File: config.mk
export PLATFORM = sky130hd
export DESIGN_NAME = lhb_host_if
export DESIGN_NICKNAME = d
export VERILOG_FILES = /design/src/rtl/lhb_pkg.sv /design/src/rtl/lhb_host_if.sv /design/src/rtl/lhb_sync.sv
export SDC_FILE = /design/constraint.sdc
export NUM_CORES = 1
export LEC_CHECK = 0
export BUFFER_PORTS_ARGS = -buffer_cell sky130_fd_sc_hd__buf_2
export CELL_PAD_IN_SITES_DETAIL_PLACEMENT = 0
export CELL_PAD_IN_SITES_GLOBAL_PLACEMENT = 1
export CORE_MARGIN = 1.5
export CORE_UTILIZATION = 41
export CTS_CLUSTER_SIZE = 20
export DETAILED_ROUTE_END_ITERATION = 8
export PLACE_DENSITY_LB_ADDON = 0.12
export SLEW_MARGIN = 20
export SYNTH_ARGS = -nofsm -noshare
export SYNTH_HDL_FRONTEND = slang
export SYNTH_SLANG_ARGS = --single-unit
export TNS_END_PERCENT = 5
File: constraint.sdc
create_clock -name clk -period 2.33 [get_ports clk]
set_input_delay 0.233 -clock clk [delete_from_list [all_inputs] [get_ports clk]]
set_output_delay 0.233 -clock clk [all_outputs]
set_load 0.02 [all_outputs]
File: src/rtl/lhb_pkg.sv
// constants shared by the lcd host bus front end
package lhb_pkg;
   localparam int LHB_DW = 8;
   localparam int LHB_SI_BIT = 7;
   localparam int LHB_SCL_BIT = 6;
   localparam logic [2:0] LHB_BITS_LAST = 3'h7;
   localparam logic [7:0] LHB_DATA_RST = 8'h00;
   localparam logic [7:0] LHB_OE_ALL_OFF = 8'hff;
   localparam logic [7:0] LHB_OE_ALL_ON = 8'h00;
   localparam int LHB_OSC_DIV = 4;
   typedef enum logic [1:0] {
      LHB_IDLE = 2'b00,
      LHB_ACTIVE = 2'b01,
      LHB_DONE = 2'b11
   } lhb_pstate_t;
endpackage

File: src/rtl/lhb_host_if.sv
// host bus front end: parallel strobe, enable strobe and serial ports
`timescale 1ns/1ps
`default_nettype none
module lhb_host_if
   import lhb_pkg::*;
(
   input wire logic clk,
   input wire logic rst,
   input wire logic init_low,
   input wire logic chip_select_low_active,
   input wire logic chip_select_high_active,
   input wire logic data_command_select,
   input wire logic rd_strobe,
   input wire logic wr_strobe,
   input wire logic port_kind_select,
   input wire logic bus_style_select,
   input wire logic osc_source_select,
   input wire logic temp_slope_select,
   input wire logic reference_origin_select,
   input wire logic dot_timing_pin,
   input wire logic [7:0] host_data_bus_in,
   output logic [7:0] host_data_bus_out,
   output logic [7:0] host_data_bus_oe_n,
   input wire logic [7:0] read_data,
   output logic read_req,
   output logic wr_valid,
   output logic [7:0] wr_data,
   output logic wr_is_data,
   output logic settings_init,
   output logic dot_clk_en,
   output logic osc_enable,
   output logic slope_steep,
   output logic ref_internal
);
   // pin synchronisers
   logic [14:0] pins_q;
   lhb_sync #(.W(15)) u_sync (
      .clk(clk),
      .rst(rst),
      .d({host_data_bus_in, init_low, chip_select_low_active,
          chip_select_high_active, data_command_select, rd_strobe,
          wr_strobe, dot_timing_pin}),
      .q(pins_q)
   );
   logic [7:0] bus_s;
   logic init_n_s, csl_s, csh_s, dc_s, rd_s, wr_s, dot_s;
   assign bus_s = pins_q[14:7];
   assign init_n_s = pins_q[6];
   assign csl_s = pins_q[5];
   assign csh_s = pins_q[4];
   assign dc_s = pins_q[3];
   assign rd_s = pins_q[2];
   assign wr_s = pins_q[1];
   assign dot_s = pins_q[0];

   // strap synchronisers; straps are pins too, so no raw level reaches logic
   logic [4:0] straps_q;
   lhb_sync #(.W(5)) u_strap (
      .clk(clk),
      .rst(rst),
      .d({port_kind_select, bus_style_select, osc_source_select,
          temp_slope_select, reference_origin_select}),
      .q(straps_q)
   );
   logic par_s, style_s, osc_s, slope_s, ref_s;
   assign par_s = straps_q[4];
   assign style_s = straps_q[3];
   assign osc_s = straps_q[2];
   assign slope_s = straps_q[1];
   assign ref_s = straps_q[0];

   function automatic logic rising(input logic prev, input logic cur);
      return cur & ~prev;
   endfunction

   // state
   logic rd_d_r, rd_d_nxt, wr_d_r, wr_d_nxt, scl_d_r, scl_d_nxt;
   logic dot_d_r, dot_d_nxt;
   logic [7:0] sh_r, sh_nxt;
   logic [2:0] cnt_r, cnt_nxt;
   lhb_pstate_t st_r, st_nxt;
   logic [7:0] out_r, out_nxt, oe_n_r, oe_n_nxt;
   logic rreq_r, rreq_nxt, wv_r, wv_nxt, wid_r, wid_nxt;
   logic [7:0] wd_r, wd_nxt;
   logic init_r, init_nxt;
   logic [1:0] div_r, div_nxt;
   logic dce_r, dce_nxt;
   logic osc_r, osc_nxt, slope_r, slope_nxt, ref_r, ref_nxt;

   logic cs_on, par, estyle, in_init;

   always_comb begin
      cs_on = ~csl_s & csh_s;
      par = par_s;
      estyle = style_s;
      in_init = ~init_n_s;
      rd_d_nxt = rd_s;
      wr_d_nxt = wr_s;
      scl_d_nxt = bus_s[LHB_SCL_BIT];
      dot_d_nxt = dot_s;
      sh_nxt = sh_r;
      cnt_nxt = cnt_r;
      st_nxt = st_r;
      out_nxt = out_r;
      oe_n_nxt = LHB_OE_ALL_OFF;
      rreq_nxt = 1'b0;
      wv_nxt = 1'b0;
      wd_nxt = wd_r;
      wid_nxt = wid_r;
      init_nxt = in_init;
      osc_nxt = osc_s;
      slope_nxt = slope_s;
      ref_nxt = ref_s;
      div_nxt = div_r;
      dce_nxt = 1'b0;
      // display dot timing source
      if (osc_s) begin
         div_nxt = div_r + 2'h1;
         dce_nxt = (div_r == 2'(LHB_OSC_DIV - 1));
      end else begin
         div_nxt = 2'h0;
         dce_nxt = rising(dot_d_r, dot_s);
      end
      if (in_init || !cs_on) begin
         cnt_nxt = 3'h0;
         st_nxt = LHB_IDLE;
         sh_nxt = LHB_DATA_RST;
      end else if (!par) begin
         // serial, write only; no output enable ever set here
         if (rising(scl_d_r, bus_s[LHB_SCL_BIT])) begin
            sh_nxt = {sh_r[6:0], bus_s[LHB_SI_BIT]};
            cnt_nxt = cnt_r + 3'h1;
            if (cnt_r == LHB_BITS_LAST) begin
               wv_nxt = 1'b1;
               wd_nxt = {sh_r[6:0], bus_s[LHB_SI_BIT]};
               wid_nxt = dc_s;
            end
         end
      end else if (!estyle) begin
         if (!rd_s) begin
            oe_n_nxt = LHB_OE_ALL_ON;
            out_nxt = read_data;
            rreq_nxt = rising(rd_s, rd_d_r);
         end
         if (rising(wr_d_r, wr_s)) begin
            wv_nxt = 1'b1;
            wd_nxt = bus_s;
            wid_nxt = dc_s;
         end
      end else begin
         unique case (st_r)
            LHB_IDLE: if (rd_s) st_nxt = LHB_ACTIVE;
            LHB_ACTIVE: if (!rd_s) st_nxt = LHB_DONE;
            LHB_DONE: st_nxt = LHB_IDLE;
            default: st_nxt = LHB_IDLE;
         endcase
         if (rd_s && wr_s) begin
            oe_n_nxt = LHB_OE_ALL_ON;
            out_nxt = read_data;
            rreq_nxt = rising(rd_d_r, rd_s);
         end
         if (st_r == LHB_ACTIVE && !rd_s && !wr_s) begin
            wv_nxt = 1'b1;
            wd_nxt = bus_s;
            wid_nxt = dc_s;
         end
      end
      if (!par) begin
         oe_n_nxt = LHB_OE_ALL_OFF;
         rreq_nxt = 1'b0;
      end
   end

   always_ff @(posedge clk) begin
      if (rst) begin
         rd_d_r <= 1'b1;
         wr_d_r <= 1'b1;
         scl_d_r <= 1'b0;
         dot_d_r <= 1'b0;
         sh_r <= LHB_DATA_RST;
         cnt_r <= 3'h0;
         st_r <= LHB_IDLE;
         out_r <= LHB_DATA_RST;
         oe_n_r <= LHB_OE_ALL_OFF;
         rreq_r <= 1'b0;
         wv_r <= 1'b0;
         wd_r <= LHB_DATA_RST;
         wid_r <= 1'b0;
         init_r <= 1'b1;
         div_r <= 2'h0;
         dce_r <= 1'b0;
         osc_r <= 1'b0;
         slope_r <= 1'b0;
         ref_r <= 1'b0;
      end else begin
         rd_d_r <= rd_d_nxt;
         wr_d_r <= wr_d_nxt;
         scl_d_r <= scl_d_nxt;
         dot_d_r <= dot_d_nxt;
         sh_r <= sh_nxt;
         cnt_r <= cnt_nxt;
         st_r <= st_nxt;
         out_r <= out_nxt;
         oe_n_r <= oe_n_nxt;
         rreq_r <= rreq_nxt;
         wv_r <= wv_nxt;
         wd_r <= wd_nxt;
         wid_r <= wid_nxt;
         init_r <= init_nxt;
         div_r <= div_nxt;
         dce_r <= dce_nxt;
         osc_r <= osc_nxt;
         slope_r <= slope_nxt;
         ref_r <= ref_nxt;
      end
   end

   assign host_data_bus_out = out_r;
   assign host_data_bus_oe_n = oe_n_r;
   assign read_req = rreq_r;
   assign wr_valid = wv_r;
   assign wr_data = wd_r;
   assign wr_is_data = wid_r;
   assign settings_init = init_r;
   assign dot_clk_en = dce_r;
   assign osc_enable = osc_r;
   assign slope_steep = slope_r;
   assign ref_internal = ref_r;

   // checks
   a_cs_off_release: assert property (
      @(posedge clk) disable iff (rst)
      !cs_on |=> host_data_bus_oe_n == LHB_OE_ALL_OFF)
      else $error("bus driven while deselected");
   a_serial_no_drive: assert property (
      @(posedge clk) disable iff (rst)
      !par_s |=> host_data_bus_oe_n == LHB_OE_ALL_OFF)
      else $error("serial mode drove the bus");
   a_serial_no_read: assert property (
      @(posedge clk) disable iff (rst)
      !$past(par_s) |-> !read_req)
      else $error("read request in serial mode");
   a_serial_shift: assert property (
      @(posedge clk) disable iff (rst)
      (!par_s && cs_on && init_n_s && rising(scl_d_r, bus_s[LHB_SCL_BIT]))
      |=> sh_r == {$past(sh_r[6:0]), $past(bus_s[LHB_SI_BIT])})
      else $error("serial bit not shifted in");
   a_sep_read_drive: assert property (
      @(posedge clk) disable iff (rst)
      (par_s && !style_s && cs_on && init_n_s && !rd_s)
      |=> host_data_bus_oe_n == LHB_OE_ALL_ON)
      else $error("read strobe low but bus released");
   a_sep_read_data: assert property (
      @(posedge clk) disable iff (rst)
      (par_s && !style_s && cs_on && init_n_s && !rd_s)
      |=> host_data_bus_out == $past(read_data))
      else $error("read data not presented");
   a_read_single: assert property (
      @(posedge clk) disable iff (rst)
      read_req |=> !read_req)
      else $error("read request longer than one cycle");
   a_sep_write_cap: assert property (
      @(posedge clk) disable iff (rst)
      (par_s && !style_s && cs_on && init_n_s && rising(wr_d_r, wr_s))
      |=> wr_valid && wr_data == $past(bus_s))
      else $error("write strobe rise not captured");
   a_estyle_write: assert property (
      @(posedge clk) disable iff (rst)
      (par_s && style_s && cs_on && init_n_s && st_r == LHB_ACTIVE
       && !rd_s && !wr_s) |=> wr_valid && wr_data == $past(bus_s))
      else $error("enable fall not captured");
   a_estyle_dir: assert property (
      @(posedge clk) disable iff (rst)
      (par_s && style_s && cs_on && init_n_s && !wr_s)
      |=> host_data_bus_oe_n == LHB_OE_ALL_OFF)
      else $error("write direction drove the bus");
   a_init_level: assert property (
      @(posedge clk) disable iff (rst)
      !init_n_s |=> settings_init && !wr_valid)
      else $error("init level not honoured");
   a_init_clear: assert property (
      @(posedge clk) disable iff (rst)
      !init_n_s |=> cnt_r == 3'h0 && !read_req)
      else $error("init level left transfer state");
   a_dc_follow: assert property (
      @(posedge clk) disable iff (rst)
      $rose(wr_valid) |-> wr_is_data == $past(dc_s))
      else $error("data command select mismatch");
   a_osc_strap: assert property (
      @(posedge clk) disable iff (rst)
      !$past(osc_s) |-> dot_clk_en == $past(rising(dot_d_r, dot_s)))
      else $error("external dot clock not followed");
   a_dot_single: assert property (
      @(posedge clk) disable iff (rst)
      dot_clk_en |=> !dot_clk_en)
      else $error("dot clock enable longer than one cycle");
   a_slope_follow: assert property (
      @(posedge clk) disable iff (rst)
      1'b1 |=> slope_steep == $past(slope_s))
      else $error("slope strap not followed");
   a_ref_follow: assert property (
      @(posedge clk) disable iff (rst)
      1'b1 |=> ref_internal == $past(ref_s))
      else $error("reference strap not followed");
endmodule
`default_nettype wire

File: src/rtl/lhb_sync.sv
// two flip-flop synchroniser for a vector of pin levels
`timescale 1ns/1ps
`default_nettype none
module lhb_sync #(
   parameter int W = 1
) (
   input wire logic clk,
   input wire logic rst,
   input wire logic [W-1:0] d,
   output logic [W-1:0] q
);
   logic [W-1:0] meta_r;
   logic [W-1:0] q_r;
   always_ff @(posedge clk) begin
      if (rst) begin
         meta_r <= '0;
         q_r <= '0;
      end else begin
         meta_r <= d;
         q_r <= meta_r;
      end
   end
   assign q = q_r;
endmodule
`default_nettype wire

After elaboration in Yosys (flattened, before gate mapping)
Index checks and enable logic that the tools add are counted.
Operators by class
  mux-type cells: 31
  multipliers: 0
  divide/modulo/power cells: 0
  equality and inequality tests: 9
  bitwise operators: 16
  shift-type cells: 0
  order comparisons: 0
  add/sub/neg operators: 2
  reduce and logical (&&, ||, !) cells: 17
Operator list (number)
  8-bit two-way mux: 12
  1-bit two-way mux: 16
  1-bit NOT: 10
  4-bit AND reduction: 2
  1-bit bitwise AND: 6
  3-bit != test (second input constant): 2
  5-bit AND reduction: 1
  2-bit two-way mux: 2
  2-bit by 1-bit != test with 1-bit output (second input constant): 2
  2-bit != test (second input constant): 2
  2-bit case mux with 2 select lines: 1
  2-bit nonzero test: 2
  2-bit OR reduction: 2
  3-bit by 1-bit adder with 3-bit output (second input constant): 1
  3-bit == test (second input constant): 1
  1-bit logical AND: 3
  1-bit zero test: 3
  3-bit OR reduction: 1
  2-bit by 1-bit adder with 2-bit output (second input constant): 1
  2-bit by 1-bit == test with 1-bit output (second input constant): 1
  2-bit == test (second input constant): 1
  2-bit zero test: 1
  2-bit AND reduction: 1
  1-bit logical OR: 1
Storage, ports and cells
  bits in writable memories: 0
  latch bits: 0
  input bits: 30
  output and inout port bits: 32
  memories kept: 0
  ROM bits: 0
  logic and storage cells: 98
  bits in registers: 90

Longest topological paths before layout
Gate-level depths: netlist (run 1).
  word-level depth: 6
  mapped depth: 7
  gate-level depth less buffers: 6

By module
A second synthesis (run 1) with hierarchy kept.
Unflattened totals
  cell total of the unflattened synthesis: 255
  area, all modules: 2924.1 µm²
Modules (own cells, without submodules)
  lhb_host_if: area an instance 1779.2 µm², times used 1, cells each 172, sequential area each 860.8 µm²
  lhb_sync (u_sync): area an instance 882.1 µm², times used 1, cells each 63, sequential area each 600.6 µm²
  lhb_sync (u_strap): area an instance 262.8 µm², times used 1, cells each 20, sequential area each 200.2 µm²

Worst setup path before layout (run 1)
No wires, ideal clock.
  path kind: reg-to-reg
  from: reg cnt_r[0]
  to: reg wd_r[5] (netlist: wr_data[5])
  path buffers: 1
  cell stages (with the launch flop): 8
  period minus slack after synthesis: 1705 ps
  data required time: 2229 ps
  setup time: 101 ps
  slack: 625 ps
  data arrival time: 1604 ps
  cells stage by stage: dfxtp_1 -> ha_1 -> ha_1 -> and4bb_2 -> a211oi_4 -> clkbuf_2 -> o21ai_0 -> o41ai_1
Between the ends
  longest elaborated chain between the ends: 3
Ends and longest elaborated chain
  from (decl): line lhb_host_if.sv:80  | logic [2:0] cnt_r, cnt_nxt;
  from (signal assigned): line lhb_host_if.sv:201  | cnt_r <= cnt_nxt;
  3-bit == test: line lhb_host_if.sv:133  | if (cnt_r == LHB_BITS_LAST) begin
  2-bit nonzero test (no source line)
  5-bit AND reduction (no source line)
  to (signal assigned): line lhb_host_if.sv:207  | wd_r <= wd_nxt;
  to (decl): line lhb_host_if.sv:84  | logic [7:0] wd_r, wd_nxt;
Every way passes these cells.
A chain may end at the register's enable or synchronous reset.

Worst setup path after layout (run 1)
  from: reg cnt_r[0]
  to: reg wd_r[1] (netlist: wr_data[1])
Same word-level chain as after synthesis.

==> impl_results.md, run 1 <==
- Hold WC Path Type: in2reg
- IO Port Bufs: 61
- TritonCTS buffer count: 9
- Sw frac: 23.2%
- Hold buffers post-CTS: 0
- Int Pwr: 0.00193 W
- Async SR Flop Fraction: 0%
- CP endpoint: wr_data[1]
- Post-DP HPWL: 3030 um
- Area added between synthesis and finish: 17.9%
- Antenna Cells: 0
- Post-route setup TNS: 0 ns
- CTS H-tree lvls: 3
- Period utilisation layout: 79.7%
- Crit path launch type: register
- Max Clk Rate: 539 MHz
- Final clock skew: 0.00969 ns
- Util after Layout: 49.9%
- Clock Path Buffers: 2
- Pwr Total: 0.00252 W
- Seq/Total Area, Yosys: 58.1%
- Area leader, netlist: dfxtp_1
- Antenna Nets Post-Route: 0
- Syn nets: 289
- Worst slew margin: 61.4%
- CTS tree: yes
- DR vias: 1804
- R2r startpoint: cnt_r[0]
- Slew Limit Fails: 0
- P_sw: 0.000586 W
- Synth unique cells: 30
- Register bit count reported by yosys: 83
- Setup crit start: cnt_r[0]
- Pin count of the biggest net entering global routing: 57
- Avg Cell Area, Syn: 11.2 um^2
- Initial Utilization: 42.3%
- Area share of the largest cell type after synthesis: 58.1%
- Clock transition at path regs: 0.08 ns
- Vias in the first global route: 1690
- Most common flop cell mapped by yosys: dfxtp_1
- Cells resized by post-CTS repair: 0
- Kind of critical path: reg2reg
- Slew @ Worst Pin: 0.577 ns
- Final setup violation count: 0
- CP Data Required Time: 2.57 ns
- Die ar.: 7480 um^2
- Ys Warns: 0
- Post-synth EDFFs: 0
- Reg power frac: 58.3%
- Max FO, Critical Path: 11
- Clk_lat worst skew: 0.35 ns
- GPL Wtd Cong: 0.721
- Period minus WS final: 1.86 ns
- Fill cells: 645
- CTS root buf: clkbuf_8
- Crit. End Element: register
- Fin Hold WS: 0.0874 ns
- Io pins: 62
- Vias per inst: 4.57
- CTS sink cnt: 83
- Crit path DAT: 2.10 ns
- RSZ-0062 raised after global routing: no
- DRT iter0 DRCs: 66
- Initial antenna violation count: 0
- Total track usage: 13.9%
- Status: complete, no violations
- Pwr per Cell Area: 748 nW/um^2
- Hold Fails Final Rpt: 0
- Initial DRT Pass Iterations: 4
- Placement Rows: 30
- P_leak: 1.35 nW
- Clock Power Share: 37.7%
- GR Overflow Total: 0
- Setup repair bufs after CTS: 0
- Final instance area: 3370 um^2
- Synth cell count leaders: dfxtp_1 (83), nor2b_1 (55), mux2i_1 (26)
- Reg2Reg Depth: 7
- Final WL: 4670 um
- Placement Cell Area: 3180 um^2
- Cell area after synthesis: 2860 um^2
- Post-route DRC: 0
- Die X: 86.5 um
- Reg2reg end: wr_data[1]
- Average wire per standard cell: 11.8 um
- Syn Inst Count: 256
- Register-to-register setup slack: 0.47 ns
- Most numerous cell in the Yosys netlist: dfxtp_1
- Share of cells above drive strength 1: 29.5%
- Power share of the combinational group: 4.0%
- Core area: 6760 um^2
- Ranking of synthesized cells by area: dfxtp_1 (58%), nor2b_1 (12%), mux2i_1 (9.1%)
- Die height: 86.5 um
- First-pass GRT wire length: 7790 um
- Peak VDD IR: 0.000383 V
- Max-Cap Viols: 0
- Final net count: 343
## registers in the layout, summed over array words and instances (netlist names), 3 cells and up
signal             count
u_sync.meta_r         15
u_sync.q              15
host_data_bus_out      8
wr_data                8
sh_r                   7
u_strap.meta_r         5
u_strap.q              5
cnt_r                  3
## power groups by stage
stage | Sequential [W] | Clock (W) | Combinational [W]
final | 0.00147 | 0.000950 | 0.000101
after global routing | 0.00147 | 0.00105 | 0.000114
after CTS | 0.00147 | 0.000983 | 0.000104
after detailed placement | 0.00150 | 0 | 0.000103
after global placement | 0.00150 | 0 | 0.000102
after floorplan | 0.00150 | 0 | 0.0000677
## cells by family (layout without fill, tap and decap cells)
kind of cell | after synthesis | after routing | share of synthesized area [%]
AND/OR/NAND/NOR | 93 | 93 | 19.2
flip-flops | 83 | 83 | 58.1
multiplexers | 26 | 26 | 9.10
AO/OA/AOI/OAI | 25 | 25 | 6.96
buffers and inverters | 25 | 84 | 4.99
adder cells (fa/ha/maj) | 3 | 3 | 1.31
XOR/XNOR | 1 | 1 | 0.306
## metal layers
metal | wire [um] | GRT usage, % | part of all wire [%]
met5 | 0 | 0 | 0
met4 | 121 | 8.36 | 2.6
met3 | 206 | 3.43 | 4.4
met2 | 2080 | 21.4 | 45
met1 | 2260 | 17.6 | 48
## metrics by stage
stage,worst slack [ns],std cells
detailed placement,0.488,379
global placement,0.554,379
CTS,0.466,395
finish,0.474,395
floorplan,0.625,256
global route,0.320,395
## critical path: stages, from the launching register on
cell,delay (ns)
dfxtp_1,0.34
ha_1,0.20
ha_1,0.18
and4bb_2,0.24
a211oi_4,0.40
buf_4,0.25
o21ai_0,0.08
o41ai_1,0.07
## cell usage in the layout, fill, tap and decap left out, types with 2 or more instances in the layout
master      count
o21ai_0         8
inv_1           2
and4bb_2        2
a21oi_1         2
clkinvlp_4      3
nand3_1         2
buf_4           4
dfxtp_1        83
nor3b_1         3
mux2i_1        26
nor2_1         20
nand2_1         2
a211oi_4        2
buf_2          61
nor2b_1        55
ha_1            3
inv_6           2
clkbuf_8       10
or2_2           3
o41ai_1         9
## worst min-delay path by stage
stage / startpoint / to / slack [ns] / cells past startpoint
6_report: chip_select_high_active / u_sync.meta_r[4] / 0.09 / 2
5_1_grt: init_low / u_sync.meta_r[6] / 0.08 / 2
4_1_cts: init_low / u_sync.meta_r[6] / 0.07 / 2
3_5_place_dp: u_sync.q[6] / settings_init / 0.39 / 1
3_3_place_gp: u_sync.q[6] / settings_init / 0.38 / 1
2_1_floorplan: reference_origin_select / u_strap.meta_r[0] / 0.36 / 1
## final cells by class
| type | instances | area [um^2] | area share, % |
|---|---|---|---|
| Inverter | 2 | 7.51 | 0.223 |
| Clock buffer | 10 | 138 | 4.08 |
| Tap cell | 80 | 100 | 2.97 |
| Multi-Input combinational cell | 148 | 1060 | 31.4 |
| Timing Repair Buffer | 66 | 355 | 10.5 |
| Clock inverter | 6 | 48.8 | 1.45 |
| Sequential cell | 83 | 1660 | 49.3 |
No activity file was read; power rests on OpenSTA's default activity.
==> inputs of run 2 (changes only) <==
==> constraint.sdc (replaced) <==
create_clock -name clk -period 1.8 [get_ports clk]
set_input_delay 0.18 -clock clk [delete_from_list [all_inputs] [get_ports clk]]
set_output_delay 0.18 -clock clk [all_outputs]
set_load 0.02 [all_outputs]
==> run 2 against run 1 <==
Non-clock buffer count grew 5. Highest routed layer unchanged. Utilization is essentially flat. Count of clock-buffer cells in the layout is the same. First-iteration DRC count shrank 30%. Design area is essentially flat. Hold slack lost 0.043 ns. Cell count grew 1.0%. Clock skew shrank 0.0048 ns.
==> impl_results.md, run 2 (synthesis gave the netlist of run 1 again) <==
- Period utilisation layout: 89.9% (+10 points)
- Initial Utilization: 42.3% (unchanged)
- Vias per inst: 4.57 (+0.15%)
- CP Data Required Time: 2.04 ns (-0.53 ns)
- Slew @ Worst Pin: 0.468 ns (-0.109 ns)
- Area added between synthesis and finish: 17.8% (about the same)
- P_leak: 1.37 nW (+1.2%)
- Final instance area: 3370 um^2 (about the same)
- Slowest-stage cell, CP: dfxtp_1
- Crit path max-delay family: adder cells
- CTS sink cnt: 83 (unchanged)
- Clock Path Buffers: 2 (unchanged)
- Post-DP HPWL: 3020 um (-0.29%)
- Final net count: 348 (+1.5%)
- Worst slew margin: 68.7% (+7.4 points)
- Cells resized by post-CTS repair: 0 (unchanged)
- Max-Cap Viols: 0 (unchanged)
- TritonCTS buffer count: 9 (unchanged)
- DRT iter0 DRCs: 46 (-30%)
- Average wire per standard cell: 11.3 um (-4.2%)
- Max Clk Rate: 618 MHz (+15%)
- Setup crit start: cnt_r[0]
- Total track usage: 13.1% (-0.78 points)
- Final setup margin: 0.182 ns (-0.292 ns)
- Setup repair bufs after CTS: 0 (unchanged)
- Footprint of the multi-input gates: 1060 um^2 (unchanged)
- Pin count of the biggest net entering global routing: 46 (-19%)
- CTS root buf: clkbuf_8
- Clock transition at path regs: 0.08 ns (about the same)
- GPL Wtd Cong: 0.668 (-7.4%)
- Most common cell after layout, fill and taps aside: dfxtp_1
- RSZ-0062 raised after global routing: no
- Kind of critical path: reg2reg
- Final clock skew: 0.00493 ns (-0.00475 ns)
- Die X: 86.5 um (unchanged)
- Pwr per Cell Area: 929 nW/um^2 (+24%)
- Peak VDD IR: 0.000440 V (+15%)
- Worst slack, placed: 0.190 ns (-0.297 ns)
- Max FO, Critical Path: 11 (unchanged)
- Fill cells: 655 (+1.6%)
- Clk_lat worst skew: 0.34 ns (about the same)
- First-pass GRT wire length: 7500 um (-3.7%)
- Initial antenna violation count: 0 (unchanged)
- Final setup violation count: 0 (unchanged)
- HP Start: host_data_bus_in[1]
- Die ar.: 7480 um^2 (unchanged)
- WP buf/inv: 1 (unchanged)
- Antenna Cells: 0 (unchanged)
- Period minus WS final: 1.62 ns (-0.238 ns)
- Placement Cell Area: 3210 um^2 (+0.79%)
- Antenna Nets Post-Route: 0 (unchanged)
- Hold Fails Final Rpt: 0 (unchanged)
- Placement Rows: 30 (unchanged)
- Io pins: 62 (unchanged)
- R2r startpoint: cnt_r[0]
- Vias in the first global route: 1688 (-0.12%)
- Share of cells above drive strength 1: 30.1% (+0.57 points)
- IO Port Bufs: 61 (unchanged)
- Crit path DAT: 1.86 ns (-0.24 ns)
- Hold WC Path Type: in2reg
- Flip-flop and latch area: 1660 um^2 (unchanged)
- Hold buffers post-CTS: 0 (unchanged)
- Most used cell, CP: ha_1
- Post-route DRC: 0 (unchanged)
- Crit path launch type: register
- Status: complete, no violations
- CTS tree: yes
- Initial DRT Pass Iterations: 4 (unchanged)
- Post-route setup TNS: 0 ns (unchanged)
- Core area: 6760 um^2 (unchanged)
- Die height: 86.5 um (unchanged)
- CTS H-tree lvls: 3 (unchanged)
- Final WL: 4510 um (-3.2%)
- Most frequent cells in the layout: dfxtp_1 (83), buf_2 (61), nor2b_1 (55), mux2i_1 (26), nor2_1 (20)
- GR Overflow Total: 0 (unchanged)
- DR vias: 1825 (+1.2%)
- Crit path cell chain: ha_1 > ha_1 > and4bb_2 > a211oi_4 > buf_4 > o21ai_0 > o41ai_1
- Slew Limit Fails: 0 (unchanged)
- Crit. End Element: register
- Crit path largest cell delay: 0.32 ns (-0.08 ns)
-- run 2: worst paths after layout --
check	endpoint	slack (ns)	cells past startpoint
hold / removal	u_sync.meta_r[8]	0.04	2
setup reg to reg	wr_data[5]	0.18	7
setup / recovery	wr_data[5]	0.18	7
hold reg to reg	settings_init	0.40	1
-- run 2: through the flow --
step | cells | power (W) | hold slack, ns | util, %
floorplan | 256 | 0.00203 | 0.308 | -
global placement | 384 | 0.00208 | 0.381 | 47.5
detailed placement | 384 | 0.00208 | 0.386 | 47.5
CTS | 399 | 0.00319 | 0.0303 | 49.9
global route | 399 | 0.00328 | 0.0259 | 49.9
finish | 399 | 0.00313 | 0.0446 | 49.9
-- run 2: area by class of cell --
type                       instances  area share [%]
clock buffer                      10            3.79
sequential                        83            49.3
multi-input combinational        148            31.5
inverter                           2           0.223
timing repair buffer              71            11.3
clock inverter                     5           0.929
tap                               80            2.97
-- run 2: per-layer routing --
metal | share of wire [%] | vias to the layer above | global-route usage, %
met4 | 1.6 | 0 | 5.72
met3 | 4.9 | 6 | 4.95
met2 | 45 | 47 | 20.8
met5 | 0 | - | 0
met1 | 48 | 813 | 15.9
li1 | - | 959 | -
-- run 2: where the power goes --
group          total, W  internal, W  switching, W
Clock           0.00110     0.000488      0.000609
Sequential      0.00190      0.00188     0.0000178
Combinational  0.000131    0.0000705     0.0000608
